$ cat config.mk
export PLATFORM = sky130hd
export DESIGN_NAME = hsf_status_flags
export DESIGN_NICKNAME = d
export VERILOG_FILES = /design/src/design/hsf_pkg.sv /design/src/design/hsf_sticky_flag.sv /design/src/design/hsf_status_flags.sv
export SDC_FILE = /design/constraint.sdc
export NUM_CORES = 1
export LEC_CHECK = 0
export ABC_AREA = 1
export ABC_CLOCK_PERIOD_IN_PS = 800
export BUFFER_PORTS_ARGS = -buffer_cell sky130_fd_sc_hd__buf_2
export CAP_MARGIN = 10
export CORE_MARGIN = 2
export CORE_UTILIZATION = 34
export DETAILED_ROUTE_END_ITERATION = 12
export PLACE_DENSITY = 0.81
export SETUP_SLACK_MARGIN = 0.05
export SLEW_MARGIN = 20
export SYNTH_ARGS = -nofsm -noshare
export SYNTH_HDL_FRONTEND = slang
export SYNTH_SLANG_ARGS = --single-unit
$ cat constraint.sdc
create_clock -name ref_clk_i -period 0.8 [get_ports ref_clk_i]
set_input_delay 0.2 -clock ref_clk_i [delete_from_list [all_inputs] [get_ports ref_clk_i]]
set_output_delay 0.2 -clock ref_clk_i [all_outputs]
set_load 0.01 [all_outputs]
$ cat src/design/hsf_pkg.sv
// package for the host status flag register block
// assumes one controller clock and a synchronous active-high reset
package hsf_pkg;

    // ****************************************
    // register map
    // ****************************************
    localparam logic [7:0]  STATUS_OFFSET    = 8'h24;
    localparam logic [31:0] STATUS_RESET     = 32'h0000_1000;
    localparam logic [31:0] STATUS_RSVD_MASK = 32'hFFFF_0FC0;

    // ****************************************
    // field positions
    // ****************************************
    localparam int ASYNC_RUN_BIT  = 15;
    localparam int PERIOD_RUN_BIT = 14;
    localparam int RECLAIM_BIT    = 13;
    localparam int HALTED_BIT     = 12;
    localparam int ADVANCE_BIT    = 5;
    localparam int BUS_ERR_BIT    = 4;
    localparam int WRAP_BIT       = 3;
    localparam int PORT_CHG_BIT   = 2;
    localparam int XFER_ERR_BIT   = 1;
    localparam int COMPLETE_BIT   = 0;
    localparam int EVENT_COUNT    = 6;

    // ****************************************
    // frame list size codes and index tap bits
    // ****************************************
    localparam logic [1:0] FLS_1024     = 2'b00;
    localparam logic [1:0] FLS_512      = 2'b01;
    localparam logic [1:0] FLS_256      = 2'b10;
    localparam int         TAP_1024_BIT = 13;
    localparam int         TAP_512_BIT  = 12;
    localparam int         TAP_256_BIT  = 11;
    localparam int         INDEX_WIDTH  = 14;

endpackage : hsf_pkg

$ cat src/design/hsf_sticky_flag.sv
// one write-one-to-clear event flag
// assumes set and clear pulses are synchronous to clk_i
`timescale 1ns/100ps
module hsf_sticky_flag (
    input  wire logic clk_i,    // controller clock
    input  wire logic rst_i,    // synchronous reset
    input  wire logic set_i,    // hardware event
    input  wire logic clear_i,  // software writes one
    input  wire logic load_i,   // power-state reload strobe
    input  wire logic load_val_i, // value used on reload
    output logic      flag_o    // sticky flag
);
    always_ff @(posedge clk_i)
    begin
        if (rst_i)
            flag_o <= 1'b0;
        else if (load_i)
            flag_o <= load_val_i | set_i;
        else if (set_i)
            flag_o <= 1'b1;   // set beats a same-cycle clear
        else if (clear_i)
            flag_o <= 1'b0;
    end
endmodule : hsf_sticky_flag

$ cat src/design/hsf_status_flags.sv
// host status flag register with schedule and halt tracking
// assumes the schedule engines, port logic and command register drive its inputs
`timescale 1ns/100ps
// What this block does
// bit 15 shows whether the asynchronous schedule really runs; resets 0
// asynchronous status follows its enable only once the change is done
// bit 14 shows whether the periodic schedule really runs; resets 0
// periodic status changes only after the schedule truly started or stopped
// bit 13 is read-only, resets 0, shows empty asynchronous schedule detection
// halted resets to 1 and reads 0 while run control is 1
// halted set only once execution has stopped after run control fell
// after doorbell, set async advance flag on next schedule advance
// set host bus error flag on parity error, master or target abort
// host bus error also clears the run control bit
// set frame wrap flag when the frame index wraps to zero
// with 1024 entries, set wrap flag on each toggle of index bit 13
// with 512 entries, set wrap flag on each toggle of index bit 12
// set port change on owned-port change rise or resume after J-K
// on return to full power, port change loads OR of port changes
// set transaction error flag when a transaction ends in error
// an erroring descriptor asking interrupt sets both error and completion
// set completion flag when a descriptor with interrupt request retires
// also set completion flag on a short packet
// software writes zero to reserved bits
// event flags clear by writing one; software acknowledges that way
// pipeline drains before halted may be raised
// interrupt raised when a flag and its enable are both set
// writes to status bits and zero writes to flags change nothing
module hsf_status_flags (
    input  wire logic        ref_clk_i,           // controller clock
    input  wire logic        rst_i,               // synchronous reset
    input  wire logic [7:0]  reg_addr_i,          // register offset
    input  wire logic        reg_wr_i,            // write strobe
    input  wire logic [31:0] reg_wdata_i,         // write data
    input  wire logic        reg_rd_i,            // read strobe
    output logic      [31:0] reg_rdata_o,         // read data
    input  wire logic        run_control_i,       // command run bit
    input  wire logic        async_sched_enable_i, // command async enable
    input  wire logic        periodic_sched_enable_i, // command periodic enable
    input  wire logic        async_advance_doorbell_i, // doorbell pending
    input  wire logic [1:0]  frame_list_size_i,   // frame list size code
    input  wire logic [13:0] frame_index_counter_i, // frame index
    input  wire logic        async_running_i,     // async engine active
    input  wire logic        periodic_running_i,  // periodic engine active
    input  wire logic        async_advanced_i,    // async schedule advanced
    input  wire logic        reclaim_i,           // empty async schedule seen
    input  wire logic        pipeline_busy_i,     // transactions in flight
    input  wire logic        bus_error_i,         // parity or abort pulse
    input  wire logic        port_change_rise_i,  // change on owned port rose
    input  wire logic        resume_rise_i,       // resume after J-K rose
    input  wire logic        power_restore_i,     // return to full power pulse
    input  wire logic        port_change_any_i,   // OR of port change bits
    input  wire logic        xfer_error_i,        // transaction error pulse
    input  wire logic        xfer_done_ioc_i,     // retired with interrupt request
    input  wire logic        short_packet_i,      // short packet pulse
    input  wire logic [5:0]  intr_enable_i,       // interrupt enable bits
    output logic             clear_run_o,         // pulse: clear run control
    output logic             intr_o               // interrupt request
);

    // ****************************************
    // state tracking
    // ****************************************
    typedef enum logic [2:0] {
        HSF_HALTED   = 3'b001,
        HSF_RUNNING  = 3'b010,
        HSF_DRAINING = 3'b100
    } hsf_run_t;

    hsf_run_t    run_reg;
    logic        async_run_reg;
    logic        period_run_reg;
    logic        reclaim_reg;
    logic        halted_reg;
    logic [hsf_pkg::INDEX_WIDTH-1:0] index_prev_reg;
    logic [hsf_pkg::INDEX_WIDTH-1:0] index_toggle;
    logic        doorbell_armed_reg;
    logic [5:0]  flags;
    logic [5:0]  set_vec;
    logic [5:0]  clr_vec;
    logic        wr_hit;
    logic        wrap_tap;
    logic        wrap_evt;

    assign wr_hit = reg_wr_i && (reg_addr_i == hsf_pkg::STATUS_OFFSET);
    // reserved and read-only bits of the write are ignored
    assign clr_vec = wr_hit ? reg_wdata_i[5:0] : 6'h00;

    // ****************************************
    // run and halt
    // ****************************************
    always_ff @(posedge ref_clk_i)
    begin
        if (rst_i)
            run_reg <= HSF_HALTED;
        else
        begin
            unique case (run_reg)
                HSF_HALTED:
                    if (run_control_i && !bus_error_i)
                        run_reg <= HSF_RUNNING;
                HSF_RUNNING:
                    if (!run_control_i || bus_error_i)
                        run_reg <= HSF_DRAINING;
                HSF_DRAINING:
                    if (!pipeline_busy_i)
                        run_reg <= HSF_HALTED;
                default:
                    run_reg <= HSF_HALTED;
            endcase
        end
    end

    always_ff @(posedge ref_clk_i)
    begin
        if (rst_i)
            halted_reg <= 1'b1;
        else if (run_control_i && !bus_error_i)
            halted_reg <= 1'b0;
        else if (run_reg == HSF_DRAINING && !pipeline_busy_i)
            halted_reg <= 1'b1;
    end

    always_ff @(posedge ref_clk_i)
    begin
        if (rst_i)
            clear_run_o <= 1'b0;
        else
            clear_run_o <= bus_error_i;
    end

    // ****************************************
    // schedule status, reclaim
    // ****************************************
    // engines report their real state, so status lags enable until done
    always_ff @(posedge ref_clk_i)
    begin
        if (rst_i)
        begin
            async_run_reg  <= 1'b0;
            period_run_reg <= 1'b0;
        end
        else
        begin
            async_run_reg  <= async_running_i;
            period_run_reg <= periodic_running_i;
        end
    end

    always_ff @(posedge ref_clk_i)
    begin
        if (rst_i)
            reclaim_reg <= 1'b0;
        else
            reclaim_reg <= reclaim_i;
    end

    // ****************************************
    // event sources
    // ****************************************
    always_comb
    begin
        unique case (frame_list_size_i)
            hsf_pkg::FLS_1024: wrap_tap = index_toggle[hsf_pkg::TAP_1024_BIT];
            hsf_pkg::FLS_512:  wrap_tap = index_toggle[hsf_pkg::TAP_512_BIT];
            hsf_pkg::FLS_256:  wrap_tap = index_toggle[hsf_pkg::TAP_256_BIT];
            default:           wrap_tap = index_toggle[hsf_pkg::TAP_1024_BIT];
        endcase
    end

    // the same index bit is compared across one cycle, so a size change cannot fake a wrap
    always_ff @(posedge ref_clk_i)
    begin
        if (rst_i)
            index_prev_reg <= 14'h0000;
        else
            index_prev_reg <= frame_index_counter_i;
    end

    assign index_toggle = frame_index_counter_i ^ index_prev_reg;
    assign wrap_evt     = wrap_tap;

    always_ff @(posedge ref_clk_i)
    begin
        if (rst_i)
            doorbell_armed_reg <= 1'b0;
        else if (async_advance_doorbell_i)
            doorbell_armed_reg <= 1'b1;   // a ring during an advance stays armed for the next
        else if (async_advanced_i)
            doorbell_armed_reg <= 1'b0;
    end

    always_comb
    begin
        set_vec = 6'h00;
        set_vec[hsf_pkg::ADVANCE_BIT]  = doorbell_armed_reg && async_advanced_i;
        set_vec[hsf_pkg::BUS_ERR_BIT]  = bus_error_i;
        set_vec[hsf_pkg::WRAP_BIT]     = wrap_evt;
        set_vec[hsf_pkg::PORT_CHG_BIT] = port_change_rise_i || resume_rise_i;
        set_vec[hsf_pkg::XFER_ERR_BIT] = xfer_error_i;
        set_vec[hsf_pkg::COMPLETE_BIT] = xfer_done_ioc_i || short_packet_i;
    end

    // ****************************************
    // sticky flags
    // ****************************************
    genvar g;
    generate
        for (g = 0; g < hsf_pkg::EVENT_COUNT; g++)
        begin : g_flag
            hsf_sticky_flag u_flag (
                .clk_i      (ref_clk_i),
                .rst_i      (rst_i),
                .set_i      (set_vec[g]),
                .clear_i    (clr_vec[g]),
                .load_i     ((g == hsf_pkg::PORT_CHG_BIT) ? power_restore_i : 1'b0),
                .load_val_i ((g == hsf_pkg::PORT_CHG_BIT) ? port_change_any_i : 1'b0),
                .flag_o     (flags[g])
            );
        end
    endgenerate

    // ****************************************
    // read and interrupt
    // ****************************************
    // reserved bits read zero; software keeps them zero on writes
    always_ff @(posedge ref_clk_i)
    begin
        if (rst_i)
            reg_rdata_o <= 32'h0000_0000;
        else if (reg_rd_i && reg_addr_i == hsf_pkg::STATUS_OFFSET)
            reg_rdata_o <= {16'h0000, async_run_reg, period_run_reg, reclaim_reg, halted_reg,
                            6'h00, flags};
        else
            reg_rdata_o <= 32'h0000_0000;
    end

    always_ff @(posedge ref_clk_i)
    begin
        if (rst_i)
            intr_o <= 1'b0;
        else
            intr_o <= |(flags & intr_enable_i);
    end
endmodule : hsf_status_flags

# Yosys cells after proc, flatten, opt, wreduce, memory -nomap -nowiden
# Index checks and enable logic that the tools add are counted.
word_totals:
  ff_bits: 62
  input_bits: 83
op_classes:
  n_bitwise: 4
  eq_ne: 9
  mux: 23
  n_reduce_logical: 22
ops:
  columns: ["op", "n"]
  rows:
  - ["1-bit 2-to-1 mux", 17]
  - ["2-bit nonzero test", 7]
  - ["14-bit XOR", 1]
  - ["3-bit 2-to-1 mux", 3]
  - ["3-bit one-hot mux with 3 select lines", 1]
  - ["8-bit by 6-bit == test with 1-bit output, second input constant", 1]
  - ["6-bit AND", 1]
  - ["6-bit 2-to-1 mux", 1]
  - ["2-bit != test, second input constant", 3]
  - ["6-bit OR reduction", 1]
  - ["1-bit logical AND", 5]
  - ["3-bit by 1-bit == test with 1-bit output, second input constant", 1]
  - ["3-bit by 2-bit == test with 1-bit output, second input constant", 1]
  - ["3-bit == test, second input constant", 1]
  - ["1-bit zero test", 3]
  - ["1-bit logical OR", 3]
  - ["3-bit AND reduction", 1]
  - ["3-bit nonzero test", 1]
  - ["2-bit by 1-bit == test with 1-bit output, second input constant", 1]
  - ["2-bit == test, second input constant", 1]
  - ["1-bit one-hot mux with 2 select lines", 1]
  - ["2-bit OR reduction", 1]
  - ["1-bit NOT", 1]
  - ["1-bit bitwise OR", 1]

# Logic depth before layout (Yosys ltp)
depth:
  ltp_word: 6
  mapped_depth: 7
  mapped_depth_nobuf: 7

# Hierarchy
# Synthesis repeated with hierarchy kept, for this count alone.
unflattened:
  hier_cells: 201
  area_unflattened_um2: 1417.6
by_module_without_submodules:
  columns: ["mod", "instances", "seq_area_each_um2", "cells_per_inst", "area_each_um2"]
  rows:
  - ["hsf_status_flags", 1, 460.4, 165, 1162.4]
  - ["hsf_sticky_flag", 6, 20.0, 6, 42.5]

# Worst setup path before layout
# No wires, ideal clock.
synth_timing:
  path_type: "register to register"
  start: "register index_prev_reg[12] (netlist name)"
  end: "register g_flag[3].u_flag.flag_o"
  stages_incl_launch_ff: 6
  arrival_ps: 780
  slack_ps: -98
  setup_time_ps: 118
  cell_sequence: "dfxtp_1 > or2_2 > nand3_1 > nand3_1 > nand2_1 > a21oi_1"
synth_between:
  elab_chain_cells: 3
synth_rtl:
  columns: ["element", "line_no", "rtl"]
  rows:
  - ["start, declared", "hsf_status_flags.sv:75", "logic [hsf_pkg::INDEX_WIDTH-1:0] index_prev_reg;"]
  - ["start signal, assigned", "hsf_status_flags.sv:177", "index_prev_reg <= frame_index_counter_i;"]
  - ["14-bit XOR (*)", "hsf_status_flags.sv:180", "assign index_toggle = frame_index_counter_i ^ index_prev_reg;"]
  - ["1-bit one-hot mux with 2 select lines (*)", "hsf_status_flags.sv:163", "unique case (frame_list_size_i)"]
  - ["1-bit 2-to-1 mux or 2-bit nonzero test (tied branches)", null, null]
  - ["end signal, assigned", "hsf_sticky_flag.sv:18", "flag_o <= load_val_i | set_i;"]
  - ["end, declared", "hsf_sticky_flag.sv:11", "output logic flag_o"]
# Every way passes the cells marked *; elsewhere a longest branch is shown, timed or not.
# A chain may end at the register's enable or synchronous reset.

# Worst setup path in the final report
layout_timing:
  start: "register run_reg[2]"
  end: "register run_reg[2]"
layout_between:
  elab_chain_cells: 3
layout_rtl:
  columns: ["element", "line_no", "rtl"]
  rows:
  - ["start, declared", "hsf_status_flags.sv:70", "hsf_run_t run_reg;"]
  - ["start signal, assigned", "hsf_status_flags.sv:95", "run_reg <= HSF_HALTED;"]
  - ["start signal, assigned", "hsf_status_flags.sv:101", "run_reg <= HSF_RUNNING;"]
  - ["start signal, assigned", "hsf_status_flags.sv:104", "run_reg <= HSF_DRAINING;"]
  - ["3-bit by 1-bit == test with 1-bit output, or another cell as far along", "hsf_status_flags.sv:98", "unique case (run_reg)"]
  - ["2-bit != test (no line)", null, null]
  - ["3-bit AND reduction (no line)", null, null]
# Parallel ways exist; a longest one is shown, timed or not.

==> impl_results.md <==
* Initial detailed-routing violation count at 71
* Power share of the combinational group at 21.5%
* Biggest regs: reg_rdata_o x10, g_flag.u_flag.flag_o x6
* Most flop-heavy register: reg_rdata_o
* Core ar. at 3740 µm²
* Worst R2R Setup Slack at -0.17 ns
* HPWL after DPL at 2270 µm
* Synth top area share at 43.2%
* Slowest-stage cell, CP: dfxtp_1
* Initial Util at 35.9%
* R2r worst-path depth at 4
* Remaining global-route overflow at 0
* Final wirelength at 3170 µm
* Post-route ant nets at 0
* Hold Path Class: input pin to flop
* TritonRoute pass-1 iters at 4
* Max Clock Freq at 1.03 GHz
* PortBufs at 55
* Library cells used by synthesis at 24
* Final Cell Area at 1980 µm²
* RD Place Congestion at 0.777
* Max FFs per register at 10
* Failing checks: negative setup slack
* Hold violation count in the final report at 0
* Max-Cap Viols at 0
* Largest net degree at the start of global routing at 11
* Power Dens Cells at 2250 nW/µm²
* Final setup vio count at 18
* Sw frac at 26.2%
* Initial antenna violation count at 0
* Worst-path clk slew at 0.07 ns
* Synthesized instance count at 172
* Full die area at 4470 µm²
* # IOs at 117
* Post-Place Cell Area at 1720 µm²
* Pleak at 0.00105 µW
* Crit path kind: flop to flop
* First-pass GRT wire length at 5130 µm
* RSZ-0062 raised after global routing: yes
* Final worst-path setup slack at -0.169 ns
* Clk buf depth at 2
* Num rows at 22
* Setup Skew at 0.00849 ns
* Synth warnings at 0
* Data arrival time of the worst path at 1.14 ns
* CTS tree: yes
* Worst-path fanout max at 5
* Nets at 331
* Sequential Power Share at 37.7%
* Filler cell count at 364
* Top cell type by total area after synthesis: dfxtp_1
* Vias in the first global route at 1188
* Slowest stage delay, CP at 0.32 ns
* Synthesized flop and latch total at 29
* Clock power share at 40.8%
* Post-route minimum period at 0.969 ns
* Slew Limit Fails at 0
* N_diodes at 0
* Vias per cell at 4.30
* Total GRT Usage at 15.9%
* Ratio of cells with drive above 1 in the final layout at 46.6%
* Status: finished with violations
* Syn avg cell area at 7.82 µm²
* Worst R2R End: run_reg[2]
* DRC Markers at 0
* CTS Hold Bufs at 0
* Crit path from: run_reg[2]
* Crit. End Element: flop
* Synth top area cells: dfxtp_1 (43%), buf_4 (12%), inv_1 (9.5%)
* Startpoint types: flop
* Post-synthesis sequential area ratio at 43.2%
* NetSw at 1170 µW
* Required @ worst endpoint at 0.97 ns
* Footprint of the multi-input gates at 601 µm²
* Final Cycle Share at 121%
* Die W at 66.9 µm
* Area grow syn2layout at 47.1%
* R2R Path Start: run_reg[2]
* Register area at 592 µm²
* Pre-CTS WS at -0.302 ns
* Clock buffer count from CTS at 5
* Worst skew pair latency at 0.28 ns
* Crit path to: run_reg[2]
* DR vias at 1268
* Number of H-tree levels at 2
* Max IR drop VDD at 0.000819 V
* CTS root buf: clkbuf_8
* Mapped Area at 1350 µm²
* WL per Instance at 10.7 µm
* Die Y at 66.9 µm
* Clock sink count at 29
* Crit path cell chain: inv_2, nand4_1, o211ai_1, a21oi_1
* Pint at 3280 µW
* Minimum hold slack at 0.116 ns
==> power by group through the flow <==
stage	Clock (µW)	Combinational (µW)	Sequential, µW
2_1_floorplan	0	601	1690
3_3_place_gp	0	805	1690
3_5_place_dp	0	825	1700
4_1_cts	1840	883	1670
5_1_grt	1930	1080	1690
6_report	1810	954	1670
==> logic make-up after synthesis <==
family	Yosys count	synth area share [%]
AO/OA/AOI/OAI	15	7.07
XOR/XNOR	1	0.651
adder cells (fa/ha/maj)	2	1.86
buffers and inverters	59	22.8
flip-flops	29	43.2
other	1	0.279
AND/OR/NAND/NOR	65	24.2
==> cell type report <==
type	instances	area share, %
inverter	35	7.53
clock inverter	3	3.29
tap	48	3.04
clock buffer	5	3.48
sequential	29	29.9
multi-input combinational	106	30.4
timing repair buffer	69	22.4
==> stage by stage <==
stage	setup TNS, ns	total power, µW	cells	util, %
2_1_floorplan	-0.175	2290	193	-
5_1_grt	-2.75	4700	295	52.8
6_report	-1.89	4440	295	52.8
3_3_place_gp	-3.96	2500	284	45.9
3_5_place_dp	-4.57	2530	284	45.9
4_1_cts	-1.93	4390	294	50.7
==> worst min-delay path by stage <==
| stage | startpoint | to | slack (ns) | cells past startpoint |
|---|---|---|---|---|
| after floorplan | async_running_i | async_run_reg | 0.31 | 2 |
| after global placement | periodic_running_i | period_run_reg | 0.41 | 3 |
| after detailed placement | async_running_i | async_run_reg | 0.41 | 3 |
| after CTS | async_running_i | async_run_reg | 0.11 | 3 |
| after global routing | periodic_running_i | period_run_reg | 0.12 | 3 |
| final | async_running_i | async_run_reg | 0.12 | 3 |
==> synth_stat cells <==
cell type and n:
a21oi_1 7, buf_4 22, dfxtp_1 29, nand2_1 19, nor4_1 1, inv_2 1, nand4_1 9, inv_1 34
nor2_4 2, conb_1 1, buf_2 2, xnor2_1 1, o211ai_1 2, nand2_2 1, nor2_1 19, a211o_1 1
nor2_2 3, o21ai_0 2, nor3_1 1, ha_1 2, a22o_1 3, or2_2 1, nand4_4 1, nand3_1 8
==> critical path: cells and delay by family, from the launching register on <==
| kind | cells | cell delay [ns] |
|---|---|---|
| buffers and inverters | 1 | 0.08 |
| AND/OR/NAND/NOR | 1 | 0.21 |
| AO/OA/AOI/OAI | 2 | 0.25 |
| flip-flops | 1 | 0.32 |
==> layer usage <==
| metal | global-route usage [%] | vias up | share of wire (%) |
|---|---|---|---|
| met3 | 4.56 | 7 | 7.8 |
| met4 | 10.7 | 0 | 2.8 |
| met2 | 27.6 | 56 | 50 |
| met1 | 16.3 | 565 | 39 |
| met5 | 0 | - | 0 |
| li1 | - | 640 | - |
==> cell usage in the layout, fill, tap and decap left out, types with 2 or more instances in the layout <==
cell type / count
buf_2: 45
inv_1: 25
conb_1: 22
dfxtp_1: 20
nand2_1: 16
nor2_1: 16
buf_4: 15
nand4_1: 9
dfxtp_2: 9
inv_2: 8
buf_6: 8
a21oi_1: 7
nor2_2: 6
nand3_1: 5
clkbuf_8: 5
nand2_2: 3
a22o_1: 3
nand3_2: 3
o21ai_1: 2
nor2_4: 2
nand4_4: 2
o211ai_1: 2
ha_1: 2
bufinv_16: 2
==> repair_timing <==
| item | CTS | global route |
|---|---|---|
| buffers inserted | 1 | 1 |
| setup endpoints to repair | 28 | 33 |
| gates cloned | 1 | 0 |
| gates resized for setup | 7 | 22 |
| pin swaps | 12 | 19 |
No activity file was read; power rests on OpenSTA's default activity.
